## config.mk

```make
export PLATFORM = sky130hd
export DESIGN_NAME = vr_mode_startup
export DESIGN_NICKNAME = d
export VERILOG_FILES = /design/src/vr_ctl_pkg.sv /design/src/vid_code_decode.sv /design/src/phase_timebase.sv /design/src/vr_mode_startup.sv
export SDC_FILE = /design/constraint.sdc
export NUM_CORES = 1
export LEC_CHECK = 0
export ABC_AREA = 1
export BUFFER_PORTS_ARGS = -buffer_cell sky130_fd_sc_hd__buf_2
export CAP_MARGIN = 20
export CORE_MARGIN = 2
export CORE_UTILIZATION = 35
export DETAILED_ROUTE_END_ITERATION = 12
export SYNTH_ARGS = -nofsm -noshare
export SYNTH_HDL_FRONTEND = slang
export SYNTH_SLANG_ARGS = --single-unit
```

## constraint.sdc

```tcl
create_clock -name MCLK -period 4.1 [get_ports MCLK]
set_input_delay 0.615 -clock MCLK [delete_from_list [all_inputs] [get_ports MCLK]]
set_output_delay 0.615 -clock MCLK [all_outputs]
set_load 0.005 [all_outputs]
```

## src/vr_ctl_pkg.sv

```systemverilog
// constants and types of the regulator control block
`default_nettype none
package vr_ctl_pkg;
    // target voltage is counted in steps of 12.5 mV
    localparam int TGT_W = 8;
    localparam logic [TGT_W-1:0] PAR_HI_BASE = 8'h7C; // 1.5500 V
    localparam logic [TGT_W-1:0] PAR_LO_BASE = 8'h3D; // 0.7625 V
    localparam logic [TGT_W-1:0] BOOT_00 = 8'h58; // 1.1 V
    localparam logic [TGT_W-1:0] BOOT_01 = 8'h50; // 1.0 V
    localparam logic [TGT_W-1:0] BOOT_10 = 8'h48; // 0.9 V
    localparam logic [TGT_W-1:0] BOOT_11 = 8'h40; // 0.8 V

    // clock and timing
    localparam int CLK_MHZ = 100;
    localparam int RAMP_STEP_NS = 1000;
    localparam int RAMP_STEP_CYCLES = (RAMP_STEP_NS * CLK_MHZ + 999) / 1000;

    // switching period in clock cycles: 1 MHz .. 100 kHz
    localparam int PER_W = 10;
    localparam int FSW_MIN_KHZ = 100;
    localparam int FSW_MAX_KHZ = 1000;
    localparam logic [PER_W-1:0] PER_MIN = PER_W'(CLK_MHZ * 1000 / FSW_MAX_KHZ);
    localparam logic [PER_W-1:0] PER_MAX = PER_W'(CLK_MHZ * 1000 / FSW_MIN_KHZ);
    localparam logic [PER_W-1:0] PER_RESET = 10'h190;

    // register map (byte addresses)
    localparam logic [3:0] OFS_PERIOD = 4'h0;
    localparam logic [3:0] OFS_STATUS = 4'h4;
    localparam logic [3:0] OFS_TARGET = 4'h8;

    // status field positions
    localparam int ST_PARALLEL = 0;
    localparam int ST_PGOOD = 1;
    localparam int ST_PHASES = 2;
    localparam int ST_PSAVE = 5;
    localparam int ST_HOST_OK = 6;
    localparam int ST_BRIDGE = 7;
    localparam int ST_TARGET = 8;
    localparam int ST_BOOT = 16;

    typedef enum logic [1:0] {
        SEQ_IDLE,
        SEQ_RAMP,
        SEQ_GOOD
    } seq_state_t;

    // configuration caught at the enable edge
    typedef struct packed {
        logic parallel_code_mode;
        logic power_saving_cfg;
        logic [2:0] phase_count;
        logic [TGT_W-1:0] startup_voltage_code;
    } session_cfg_t;
endpackage
`default_nettype wire

```

## src/vid_code_decode.sv

```systemverilog
// identification code to target voltage step decoder
`default_nettype none
module vid_code_decode (
    input wire logic parallel_code_mode,
    input wire logic [5:0] parallel_code_bus,
    input wire logic serial_code_clock,
    input wire logic serial_code_data,
    output logic [vr_ctl_pkg::TGT_W-1:0] target
);
    always_comb begin
        target = '0;
        if (parallel_code_mode) begin
            // strictly linear for every code
            if (!parallel_code_bus[5]) begin
                target = vr_ctl_pkg::PAR_HI_BASE - {2'b00, parallel_code_bus[4:0], 1'b0};
            end else begin
                target = vr_ctl_pkg::PAR_LO_BASE - {3'b000, parallel_code_bus[4:0]};
            end
        end else begin
            unique case ({serial_code_clock, serial_code_data})
                2'b00: target = vr_ctl_pkg::BOOT_00;
                2'b01: target = vr_ctl_pkg::BOOT_01;
                2'b10: target = vr_ctl_pkg::BOOT_10;
                2'b11: target = vr_ctl_pkg::BOOT_11;
            endcase
        end
    end
endmodule // vid_code_decode
`default_nettype wire

```

## src/phase_timebase.sv

```systemverilog
// core multiphase and bridge timebase with even phase spacing
`default_nettype none
module phase_timebase #(
    parameter int PHASES_MAX = 4
) (
    input wire logic clk,
    input wire logic rst_n,
    input wire logic run,
    input wire logic bridge_run,
    input wire logic [vr_ctl_pkg::PER_W-1:0] period,
    input wire logic [2:0] phase_count,
    output logic [PHASES_MAX-1:0] phase_start,
    output logic bridge_start
);
    localparam int W = vr_ctl_pkg::PER_W;
    logic [W-1:0] cnt_reg, cnt_next;
    logic [W-1:0] nb_cnt_reg, nb_cnt_next;
    logic [PHASES_MAX-1:0] start_reg, start_next;
    logic nb_start_reg, nb_start_next;
    logic [W-1:0] slot;
    logic [W-1:0] nb_period;
    logic [W+1:0] nb_scaled;

    always_comb begin
        // spacing of 180, 120 or 90 degrees
        unique case (phase_count)
            3'd2: slot = period >> 1;
            3'd3: slot = period / W'(3);
            default: slot = period >> 2;
        endcase
        // bridge at 1.25x core rate, own counter so it never locks
        nb_scaled = ({2'b00, period} * 12'h004) / 12'h005;
        nb_period = nb_scaled[W-1:0];
        cnt_next = (!run || cnt_reg >= period - W'(1)) ? '0 : cnt_reg + W'(1);
        nb_cnt_next = (!bridge_run || nb_cnt_reg >= nb_period - W'(1)) ? '0 : nb_cnt_reg + W'(1);
        nb_start_next = bridge_run && nb_cnt_reg == '0;
    end

    for (genvar k = 0; k < PHASES_MAX; k++) begin : g_phase
        always_comb begin
            start_next[k] = run && (3'(k) < phase_count) && (cnt_reg == slot * W'(k));
        end
    end

    always_ff @(posedge clk or negedge rst_n) begin
        if (!rst_n) begin
            cnt_reg <= '0;
            nb_cnt_reg <= '0;
            start_reg <= '0;
            nb_start_reg <= 1'b0;
        end else begin
            cnt_reg <= cnt_next;
            nb_cnt_reg <= nb_cnt_next;
            start_reg <= start_next;
            nb_start_reg <= nb_start_next;
        end
    end

    assign phase_start = start_reg;
    assign bridge_start = nb_start_reg;
endmodule // phase_timebase
`default_nettype wire

```

## src/vr_mode_startup.sv

```systemverilog
// mode selection, startup sequencing and registers of the regulator
`default_nettype none
// What this block does
// sample the mode strap once, at the enable assertion edge.
// strap high selects parallel mode, low serial; host holds strap stable.
// parallel mode takes the core target from the six-bit code bus.
// serial mode uses lines two and three as clock and data only.
// parallel mode keeps the bridge rail off, its output high impedance.
// sample the power-saving strap once after enable and latch it.
// parallel mode decodes the six lines into a stored startup code.
// soft-start ramps the core target gradually up to the startup code.
// power-good rises only after the soft-start ramp completes.
// parallel mode ignores the host power-ok input entirely.
// after power-good in parallel mode, follow each new bus code; codes with line one low decode as serial boot values.
// grounded second and fourth gate outputs reduce phase count before enable.
// board grounds both for two phases, only the fourth for three.
// space phases by 180, 120 or 90 degrees.
// bridge timebase free-runs at 1.25 times the core switching rate.
// per-phase switching frequency is programmable from 100 kHz to 1 MHz.
// serial startup code 00,01,10,11 gives 1.1, 1.0, 0.9, 0.8 V.
// parallel codes step 25 mV from 1.55 V, then 12.5 mV from 0.7625 V.
// decoder is strictly linear; off-pattern table entries are misprints.
// enable low returns to idle, drops power-good, rearms strap sampling.
module vr_mode_startup (
    input wire logic MCLK,
    input wire logic ARST_N,
    input wire logic ENABLE,
    input wire logic [5:0] PARALLEL_CODE_BUS,
    input wire logic POWER_SAVING_STRAP,
    input wire logic HOST_POWER_OK,
    input wire logic [1:0] GATE_SENSE_I,
    output logic [3:0] GATE_O,
    output logic [3:0] GATE_OE,
    output logic BRIDGE_O,
    output logic BRIDGE_OE,
    output logic POWER_GOOD_OUT,
    output logic [vr_ctl_pkg::TGT_W-1:0] CORE_TARGET,
    input wire logic [3:0] AVS_ADDRESS,
    input wire logic AVS_READ,
    input wire logic AVS_WRITE,
    input wire logic [31:0] AVS_WRITEDATA,
    input wire logic [3:0] AVS_BYTEENABLE,
    output logic [31:0] AVS_READDATA,
    output logic AVS_WAITREQUEST
);
    localparam int TW = vr_ctl_pkg::TGT_W;
    localparam int PW = vr_ctl_pkg::PER_W;
    localparam int SW = 6 + 1 + 1 + 1 + 2;

    // reset release
    logic [1:0] rst_sync_reg;
    logic rst_n;
    always_ff @(posedge MCLK or negedge ARST_N) begin
        if (!ARST_N) begin
            rst_sync_reg <= 2'b00;
        end else begin
            rst_sync_reg <= {rst_sync_reg[0], 1'b1};
        end
    end
    assign rst_n = rst_sync_reg[1];

    // two-flop pin synchronisers
    logic [SW-1:0] pin_meta_reg, pin_sync_reg;
    logic en_q;
    logic [5:0] code_s;
    logic psave_s, host_ok_s, en_s;
    logic [1:0] sense_s;
    always_ff @(posedge MCLK or negedge rst_n) begin
        if (!rst_n) begin
            pin_meta_reg <= '0;
            pin_sync_reg <= '0;
            en_q <= 1'b0;
        end else begin
            pin_meta_reg <= {ENABLE, PARALLEL_CODE_BUS, POWER_SAVING_STRAP,
                             HOST_POWER_OK, GATE_SENSE_I};
            pin_sync_reg <= pin_meta_reg;
            en_q <= en_s;
        end
    end
    assign {en_s, code_s, psave_s, host_ok_s, sense_s} = pin_sync_reg;

    // line one carries the mode strap, lines two and three the serial clock and data
    logic mode_strap_line, id_line_two, id_line_three;
    assign mode_strap_line = code_s[1];
    assign id_line_two = code_s[2];
    assign id_line_three = code_s[3];

    logic enable_rise;
    assign enable_rise = en_s && !en_q;

    // decoded with the strap seen on this same edge
    logic [TW-1:0] decoded;
    vid_code_decode u_decode (
        .parallel_code_mode(mode_strap_line),
        .parallel_code_bus(code_s),
        .serial_code_clock(id_line_two),
        .serial_code_data(id_line_three),
        .target(decoded)
    );

    // sequencer
    vr_ctl_pkg::seq_state_t state_reg, state_next;
    vr_ctl_pkg::session_cfg_t cfg_reg, cfg_next;
    logic [TW-1:0] target_reg, target_next;
    logic [TW-1:0] goal;
    logic pgood_reg, pgood_next;
    logic [1:0] grounded;
    logic [2:0] detected_phases;
    logic [$clog2(vr_ctl_pkg::RAMP_STEP_CYCLES+1)-1:0] step_cnt_reg, step_cnt_next;
    logic step_tick;

    always_comb begin
        // gate pins are released while idle, so a grounded pin reads low
        grounded = ~sense_s;
        if (grounded[1]) begin
            detected_phases = grounded[0] ? 3'd2 : 3'd3;
        end else begin
            detected_phases = 3'd4;
        end
    end

    // one 12.5 mV step per tick keeps the ramp gradual
    always_comb begin
        step_tick = (step_cnt_reg == '0);
        if (state_reg == vr_ctl_pkg::SEQ_IDLE || step_tick) begin
            step_cnt_next = $bits(step_cnt_reg)'(vr_ctl_pkg::RAMP_STEP_CYCLES - 1);
        end else begin
            step_cnt_next = step_cnt_reg - 1'b1;
        end
    end

    always_comb begin
        state_next = state_reg;
        cfg_next = cfg_reg;
        target_next = target_reg;
        pgood_next = pgood_reg;
        goal = cfg_reg.startup_voltage_code;
        unique case (state_reg)
            vr_ctl_pkg::SEQ_IDLE: begin
                target_next = '0;
                pgood_next = 1'b0;
                if (enable_rise) begin
                    cfg_next.parallel_code_mode = mode_strap_line;
                    cfg_next.power_saving_cfg = psave_s;
                    cfg_next.phase_count = detected_phases;
                    cfg_next.startup_voltage_code = decoded;
                    state_next = vr_ctl_pkg::SEQ_RAMP;
                end
            end
            vr_ctl_pkg::SEQ_RAMP: begin
                if (step_tick && target_reg != goal) begin
                    target_next = target_reg + 1'b1;
                end
                if (target_reg == goal) begin
                    // host power-ok plays no part here
                    state_next = vr_ctl_pkg::SEQ_GOOD;
                    pgood_next = 1'b1;
                end
            end
            vr_ctl_pkg::SEQ_GOOD: begin
                if (cfg_reg.parallel_code_mode) begin
                    goal = decoded;
                end
                if (step_tick && target_reg < goal) begin
                    target_next = target_reg + 1'b1;
                end else if (step_tick && target_reg > goal) begin
                    target_next = target_reg - 1'b1;
                end
            end
        endcase
        if (!en_s) begin
            state_next = vr_ctl_pkg::SEQ_IDLE;
            pgood_next = 1'b0;
            target_next = '0;
        end
    end

    always_ff @(posedge MCLK or negedge rst_n) begin
        if (!rst_n) begin
            state_reg <= vr_ctl_pkg::SEQ_IDLE;
            cfg_reg <= '0;
            target_reg <= '0;
            pgood_reg <= 1'b0;
            step_cnt_reg <= '0;
        end else begin
            state_reg <= state_next;
            cfg_reg <= cfg_next;
            target_reg <= target_next;
            pgood_reg <= pgood_next;
            step_cnt_reg <= step_cnt_next;
        end
    end

    // timebase
    logic running, bridge_run;
    logic [PW-1:0] period_reg, period_next;
    logic [3:0] phase_start;
    logic bridge_start;
    assign running = state_reg != vr_ctl_pkg::SEQ_IDLE;
    assign bridge_run = running && !cfg_reg.parallel_code_mode;

    phase_timebase #(
        .PHASES_MAX(4)
    ) u_timebase (
        .clk(MCLK),
        .rst_n(rst_n),
        .run(running),
        .bridge_run(bridge_run),
        .period(period_reg),
        .phase_count(cfg_reg.phase_count),
        .phase_start(phase_start),
        .bridge_start(bridge_start)
    );

    logic [3:0] gate_oe_next;
    always_comb begin
        for (int k = 0; k < 4; k++) begin
            gate_oe_next[k] = running && (3'(k) < cfg_reg.phase_count);
        end
    end

    logic [3:0] gate_o_reg, gate_oe_reg;
    logic bridge_o_reg, bridge_oe_reg;
    always_ff @(posedge MCLK or negedge rst_n) begin
        if (!rst_n) begin
            gate_o_reg <= '0;
            gate_oe_reg <= '0;
            bridge_o_reg <= 1'b0;
            bridge_oe_reg <= 1'b0;
        end else begin
            gate_o_reg <= phase_start & gate_oe_next;
            gate_oe_reg <= gate_oe_next;
            bridge_o_reg <= bridge_start;
            bridge_oe_reg <= bridge_run;
        end
    end

    // avalon slave: one wait state on every access
    logic ack_reg, ack_next;
    logic [31:0] rdata_reg, rdata_next;
    logic req;
    logic [31:0] status;
    assign req = AVS_READ || AVS_WRITE;

    always_comb begin
        status = '0;
        status[vr_ctl_pkg::ST_PARALLEL] = cfg_reg.parallel_code_mode;
        status[vr_ctl_pkg::ST_PGOOD] = pgood_reg;
        status[vr_ctl_pkg::ST_PHASES +: 3] = cfg_reg.phase_count;
        status[vr_ctl_pkg::ST_PSAVE] = cfg_reg.power_saving_cfg;
        status[vr_ctl_pkg::ST_HOST_OK] = host_ok_s;
        status[vr_ctl_pkg::ST_BRIDGE] = bridge_run;
        status[vr_ctl_pkg::ST_TARGET +: TW] = target_reg;
        status[vr_ctl_pkg::ST_BOOT +: TW] = cfg_reg.startup_voltage_code;
    end

    always_comb begin
        ack_next = req && !ack_reg;
        rdata_next = rdata_reg;
        period_next = period_reg;
        if (req && !ack_reg) begin
            rdata_next = '0;
            unique case (AVS_ADDRESS)
                vr_ctl_pkg::OFS_PERIOD: rdata_next[PW-1:0] = period_reg;
                vr_ctl_pkg::OFS_STATUS: rdata_next = status;
                vr_ctl_pkg::OFS_TARGET: rdata_next[TW-1:0] = target_reg;
                default: rdata_next = '0;
            endcase
        end
        // write lands with waitrequest low
        if (AVS_WRITE && ack_reg && AVS_ADDRESS == vr_ctl_pkg::OFS_PERIOD) begin
            // clamped to the legal band
            if (AVS_BYTEENABLE[1:0] == 2'b11) begin
                if (AVS_WRITEDATA[15:0] < {6'h00, vr_ctl_pkg::PER_MIN}) begin
                    period_next = vr_ctl_pkg::PER_MIN;
                end else if (AVS_WRITEDATA[15:0] > {6'h00, vr_ctl_pkg::PER_MAX}) begin
                    period_next = vr_ctl_pkg::PER_MAX;
                end else begin
                    period_next = AVS_WRITEDATA[PW-1:0];
                end
            end
        end
    end

    always_ff @(posedge MCLK or negedge rst_n) begin
        if (!rst_n) begin
            ack_reg <= 1'b0;
            rdata_reg <= '0;
            period_reg <= vr_ctl_pkg::PER_RESET;
        end else begin
            ack_reg <= ack_next;
            rdata_reg <= rdata_next;
            period_reg <= period_next;
        end
    end

    assign AVS_WAITREQUEST = req && !ack_reg;
    assign AVS_READDATA = rdata_reg;
    assign GATE_O = gate_o_reg;
    assign GATE_OE = gate_oe_reg;
    assign BRIDGE_O = bridge_o_reg;
    assign BRIDGE_OE = bridge_oe_reg;
    assign POWER_GOOD_OUT = pgood_reg;
    assign CORE_TARGET = target_reg;
endmodule // vr_mode_startup
`default_nettype wire

```

-- Yosys cells after proc, flatten, opt, wreduce, memory -nomap -nowiden
Cells that the tools add are included.
- register bits after elaboration: 134
- output and inout bits: 52
- add/subtract/negate cells: 9
- $mul: 1
- div/mod/pow operators: 2
- order comparisons: 10
- equal/unequal tests: 20
- muxes and demuxes: 28
- bitwise gates (word level): 2
- reductions and logical operators: 38
- operator list (kind ; count):
    $mux W8 ; 8
    $pmux W8 S3 ; 2
    $mux W10 ; 4
    $pmux W8 S4 ; 1
    $eq A10 B10 Y1 ; 3
    $add A10 B1 Y10 const B ; 2
    $ge A10 B10 Y1 ; 2
    $logic_not A10 Y1 ; 2
    $pmux W10 S2 ; 1
    $sub A10 B1 Y10 const B ; 2
    $logic_and A1 B1 Y1 ; 17
    $gt A16 B10 Y1 const B ; 1
    $lt A16 B7 Y1 const B ; 1
    $mux W14 ; 1
    $div A12 B3 Y12 const B ; 1
    $div A10 B2 Y10 const B ; 1
    $mul A10 B2 Y10 const B ; 1
    $ne A3 B3 Y1 const B ; 3
    $add A8 B1 Y8 const B ; 1
    $eq A2 B2 Y1 const B ; 4
    $eq A8 B8 Y1 ; 1
    $gt A8 B8 Y1 ; 1
    $lt A8 B8 Y1 ; 1
    $ne A8 B8 Y1 ; 1
    28 further kinds ; 48

-- Logic depth before layout (Yosys ltp)
- depth in word-level cells: 11
- mapped depth: 58

-- Modules after synthesis
From an unflattened synthesis, not the netlist that was laid out.
- cells, all modules: 1384
- area total of the unflattened synthesis: 9973.3 um^2
- modules (own cells, without submodules) (module ; times used ; cells an instance ; area each (um^2) ; seq. area each (um^2)):
    vr_mode_startup ; 1 ; 569 ; 4869.7 ; 2531.2
    phase_timebase ; 1 ; 766 ; 4843.4 ; 625.6
    vid_code_decode ; 1 ; 49 ; 260.2 ; 0.0

-- Worst setup path after synthesis
OpenSTA, ideal clock, no wires.
- path kind: reg2reg
- start: register period_reg[7]
- end: register u_timebase.nb_cnt_reg[2]
- library setup time: 0.089 ns
- arrival: 5.897 ns
- slack: -1.886 ns
- stages on the path, launching flop included: 54
- clock period less this slack: 5.986 ns
- cell sequence: dfstp_2 > buf_6 > inv_4 > nand3_1 > nand3_1 > nand2_2 > nand2_2 > nand2_1 > nand2_1 > inv_2 > nand2_4 > nand2_1 > nand2_1 > nand2_1 > inv_2 > nand2_4 > nand2_4 > nand2_2 > [... 18 more ...] > nand2_1 > nand2_2 > ha_1 > nand3b_1 > nand2_1 > nand2_1 > nand2_2 > and2_1 > ha_1 > ha_1 > a21boi_0 > o211ai_1 > nand2_1 > nand3_1 > a21oi_1 > o311ai_0 > nand2_1 > nor3b_1
- longest elaborated chain between the ends: 5
- ends and longest elaborated chain (item ; RTL line ; text):
    start: declaration ; vr_mode_startup.sv:196 ; logic [PW-1:0] period_reg, period_next;
    start signal: assignment ; vr_mode_startup.sv:289 ; period_reg <= vr_ctl_pkg::PER_RESET;
    start signal: assignment ; vr_mode_startup.sv:293 ; period_reg <= period_next;
    $div A12 B3 Y12 ; phase_timebase.sv:32 ; nb_scaled = ({2'b00, period} * 12'h004) / 12'h005;
    $sub A10 B1 Y10 ; phase_timebase.sv:35 ; nb_cnt_next = (!bridge_run || nb_cnt_reg >= nb_period - W'(1)) ? '0 : nb_cnt_reg + W'(1);
    $ge A10 B10 Y1 ; phase_timebase.sv:35 ;
    $logic_or A1 B1 Y1 ; phase_timebase.sv:35 ;
    $mux W10 ; phase_timebase.sv:35 ;
    net u_timebase.nb_cnt_next[2] ; phase_timebase.sv:17 ; logic [W-1:0] nb_cnt_reg, nb_cnt_next;
    end signal: assignment ; phase_timebase.sv:53 ; nb_cnt_reg <= nb_cnt_next;
    end: declaration ; phase_timebase.sv:17 ;
The timed path passes the listed nets, and every way through them passes these cells.
A chain may end at the register's enable or synchronous reset.

-- Worst setup path after layout
- start: register period_reg[8]
- end: register u_timebase.start_reg[3], in the netlist u_timebase.phase_start[3]
- longest elaborated chain between the ends: 5
- ends and longest elaborated chain (item ; RTL line ; text):
    $div A10 B2 Y10 ; phase_timebase.sv:28 ; 3'd3: slot = period / W'(3);
    $pmux W10 S2 (*) ; phase_timebase.sv:26 ; unique case (phase_count)
    $mul A10 B2 Y10 (*) ; phase_timebase.sv:41 ; start_next[k] = run && (3'(k) < phase_count) && (cnt_reg == slot * W'(k));
    $eq A10 B10 Y1 (*) ; phase_timebase.sv:41 ;
    $logic_and A1 B1 Y1 (*) ; phase_timebase.sv:41 ;
    net u_timebase.start_next[3] ; phase_timebase.sv:18 ; logic [PHASES_MAX-1:0] start_reg, start_next;
    end signal: assignment ; phase_timebase.sv:54 ; start_reg <= start_next;
    end: declaration ; phase_timebase.sv:18 ;
The timed path passes the listed nets; every way through them passes the cells marked *.

==> run_results.csv <==
group,metric,value,unit
floorplanning,top_level_ports,107,
logic_synthesis,synthDistinctLibCells,58,
power_and_ir_drop,power.share.combinational,0.724,
cells_and_area,insertedDiodeCount,0,
logic_synthesis,number_of_enable_type_register_cells_in_the_synthesized_netlist,0,
logic_synthesis,post_synthesis_sequential_element_count,124,
cells_and_area,register_area,3110,um^2
power_and_ir_drop,netSwitchingFraction,0.463,
global_routing,antenna_violations_before_repair,0,
sta,grt_setup_unrepaired,"yes",
cells_and_area,drive_gt1_frac,0.337,
logic_synthesis,syn-mean-instance-area,7.63,um^2
placement,post_placement_setup_slack,-1.97,ns
critical_path,timing.critical_path.required,4.46,ns
power_and_ir_drop,netSwitchingPower,5.34,mW
placement,hpwlAfterDp,17.5,mm
cts,htreeDepth,4,
placement,post-place-cells,1631,
cts,cts_tree,"done",
routing,antenna_violating_nets_post_route,0,
cts,clock_latency_late_sink,0.43,ns
status,run_status,"finished with violations",
power_and_ir_drop,total_power,11.5,mW
sta,fin_crit_sh,1.46,
min_path,holdCritPathClass,"input pin to register",
placement,port-buffer-count,79,
placement,detailed_place.area,10400,um^2
power_and_ir_drop,max-vdd-ir-drop,0.842,mV
routing,routed_via_density,4.88,
critical_path,worst-path-max-fanout,5,
critical_path,critical_path_arrival,6.34,ns
floorplanning,dieArea,26000,um^2
critical_path,timing.critical_path.slowest_stage_cell,"dfstp_2",
sta,period_needed,5.97,ns
cells_and_area,multi_input_area,5400,um^2
flow_run,maxCapViolCount,0,
floorplanning,dieWidth,161,um
logic_synthesis,ys_top_cells_by_count,"nand2_1 (235), inv_1 (134), dfrtp_1 (121), nor2_1 (99), o21ai_0 (68)",
cells_and_area,num-fill-cells,2347,
routing,detail_route.wl_per_cell,14.1,um
routing,finalWirelength,24.1,mm
routing,num_vias,8368,
sta,hold_viol_final,0,
global_routing,grt-ovfl-total,0,
cells_and_area,layout.nets,1491,
logic_synthesis,yosys.area.top_type,"dfrtp_1",
sta,finalClockSkew,0.0101,ns
floorplanning,core_region_area,24300,um^2
floorplanning,initial_core_util,0.356,
floorplanning,row_count,57,
logic_synthesis,netlist_area,8660,um^2
sta,setup_ws,-1.87,ns
global_routing,grt_usage,0.189,
logic_synthesis,synth_most_common_cell,"nand2_1",
cts,tritoncts.num_buffers,17,
critical_path,timing.setup.critical_path_class,"register to register",
critical_path,path_common_cell,"nand2_2",
power_and_ir_drop,p_leak,5.90,nW
logic_synthesis,ys_dominant_reg_cell,"dfrtp_1",
logic_synthesis,synth_area_leaders,"dfrtp_1 (35%), nand2_1 (10%), ha_1 (8.2%)",
cells_and_area,largest_reg_flops,23,
power_and_ir_drop,pwr-share-clk,0.137,
routing,drt_pass1_iterations,5,
routing,total_drc_errors_in_the_routed_layout,0,
cts,cts.root.buffer_cell,"clkbuf_16",
logic_synthesis,postSynthCellCount,1136,
logic_synthesis,synth_top_area_share,0.350,
floorplanning,die_y,161,um
power_and_ir_drop,power_per_cell_area,974,nW/um^2
critical_path,critPathLaunchType,"register",
critical_path,setup.worst_path.end_class,"register",
logic_synthesis,synth-seq-area-share,0.359,
logic_synthesis,count_of_synthesis_stage_warnings_from_yosys,0,
power_and_ir_drop,power.internal,6.19,mW
critical_path,critical-path-max-stage-delay,0.62,ns
sta,relSlewSlack,0.486,
cells_and_area,post_layout_nonfiller_instances,1715,
sta,finalSetupViolCount,13,
cells_and_area,area_growth_syn_to_layout,36.6,%
status,violations,"setup timing",
sta,least_margin_pin_slew,0.769,ns
global_routing,grt_max_degree,123,
cts,clk_transition_reported_paths,0.06,ns
cts,cts_buffer_depth,2,
routing,dr.first_iter.drc_count,524,
global_routing,wire_length_of_the_first_global_routing_pass,39.8,mm
cells_and_area,final_design_area_no_fill,11800,um^2
power_and_ir_drop,pwr-share-seq,0.140,
cts,cts.sinks,124,
sta,max_freq,167,MHz
global_routing,grt_pass1_vias,8231,
sta,timing.final.max_slew_violations,0,
logic_synthesis,synthArstFlopShare,1.00,
placement,globalplace.congestion,0.883,
==> critical path: cells and delay by family, from the launching register on <==
kind / cells / cell delay (ns)
adders and majority gates: 3 / 0.80
DFF: 1 / 0.62
xor gates and xnor gates: 4 / 0.59
buffers and inverters: 5 / 0.33
AOI/OAI and AO/OA: 7 / 1.16
and+or+nand+nor: 27 / 2.39
==> cell type report <==
class,count,area share
multi-input combinational,829,0.456
sequential,124,0.263
timing repair buffer,246,0.143
inverter,160,0.0516
clock buffer,18,0.0371
tap,324,0.0343
clock inverter,14,0.0146
==> layer usage <==
metal  vias up  track usage  routed length (um)
li1       4220            -                   -
met1      3953        0.246               11100
met2       161        0.320               11700
met3        34       0.0298                 834
met4         0       0.0678                 512
met5         -            0                   0
==> metrics by stage <==
step	hold slack (ns)	util	setup TNS, ns
after floorplan	0.319	-	-18.07
after global placement	0.333	0.427	-19.53
after detailed placement	0.335	0.427	-21.07
after CTS	0.274	0.473	-19.26
after global routing	0.270	0.486	-25.51
final	0.286	0.486	-20.51
==> worst paths after layout <==
| kind | start | depth (start not counted) | to | slack, ns |
|---|---|---|---|---|
| worst max-delay path | period_reg[8]$_DFFE_PN1P_ | 46 | u_timebase.phase_start[3]$_DFF_PN0_ | -1.87 |
| worst min-delay path | PARALLEL_CODE_BUS[2] | 1 | pin_meta_reg[6]$_DFF_PN0_ | 0.29 |
| worst max register to register | period_reg[8]$_DFFE_PN1P_ | 46 | u_timebase.phase_start[3]$_DFF_PN0_ | -1.87 |
| worst min register to register | pin_meta_reg[0]$_DFF_PN0_ | 0 | pin_sync_reg[0]$_DFF_PN0_ | 0.35 |
| max in group asynchronous | rst_sync_reg[1]$_DFF_PN0_ | 1 | period_reg[9]$_DFFE_PN0P_ | 3.15 |
| min in group asynchronous | rst_sync_reg[1]$_DFF_PN0_ | 1 | pin_meta_reg[7]$_DFF_PN0_ | 0.41 |
==> logic make-up after synthesis <==
| family | after synthesis | share of synthesized area |
|---|---|---|
| simple gates | 509 | 0.275 |
| xor+xnor | 56 | 0.0575 |
| buf+inv | 192 | 0.0894 |
| other cells | 2 | 0.000867 |
| flops | 124 | 0.359 |
| compound gates | 195 | 0.134 |
| fa+ha+maj | 58 | 0.0846 |
==> power groups by stage <==
| stage | clock network (mW) | logic (mW) | registers, mW |
|---|---|---|---|
| floorplan | 0 | 4.80 | 1.58 |
| global placement | 0 | 7.11 | 1.62 |
| detailed placement | 0 | 7.25 | 1.62 |
| CTS | 1.61 | 7.89 | 1.61 |
| global route | 1.66 | 9.27 | 1.64 |
| finish | 1.58 | 8.34 | 1.61 |
==> what timing repair did <==
action | in CTS | in global routing
pin swaps | 43 | 49
resized for setup | 61 | 61
hold buffers | 1 | 0
endpoints found under the hold margin | 2 | 0
cloned | 1 | 0
endpoints found under the setup margin | 13 | 13
buffers inserted | 39 | 10
==> placed cells by master (no fill, tap or decap), types with 6 or more instances in the layout <==
master     count
o21ai_0       60
nand2_2       47
a21oi_1       52
inv_1        125
dfrtp_1      119
nor3_1        23
a21oi_2        7
nor3b_1        6
inv_2         28
a22oi_1        7
ha_1          50
o31ai_1       10
o22ai_1       16
nand2_1      194
nand3_1       48
nor2_1        83
nor4_1        11
nand3_2       11
conb_1        10
o21ai_1        7
nand3_4       10
buf_2         79
xnor2_1        8
nand4_1       16
nand2_4       24
nor2_2        14
buf_4        161
clkbuf_16     17
xor2_1        46
(Power assumes the default switching activity.)
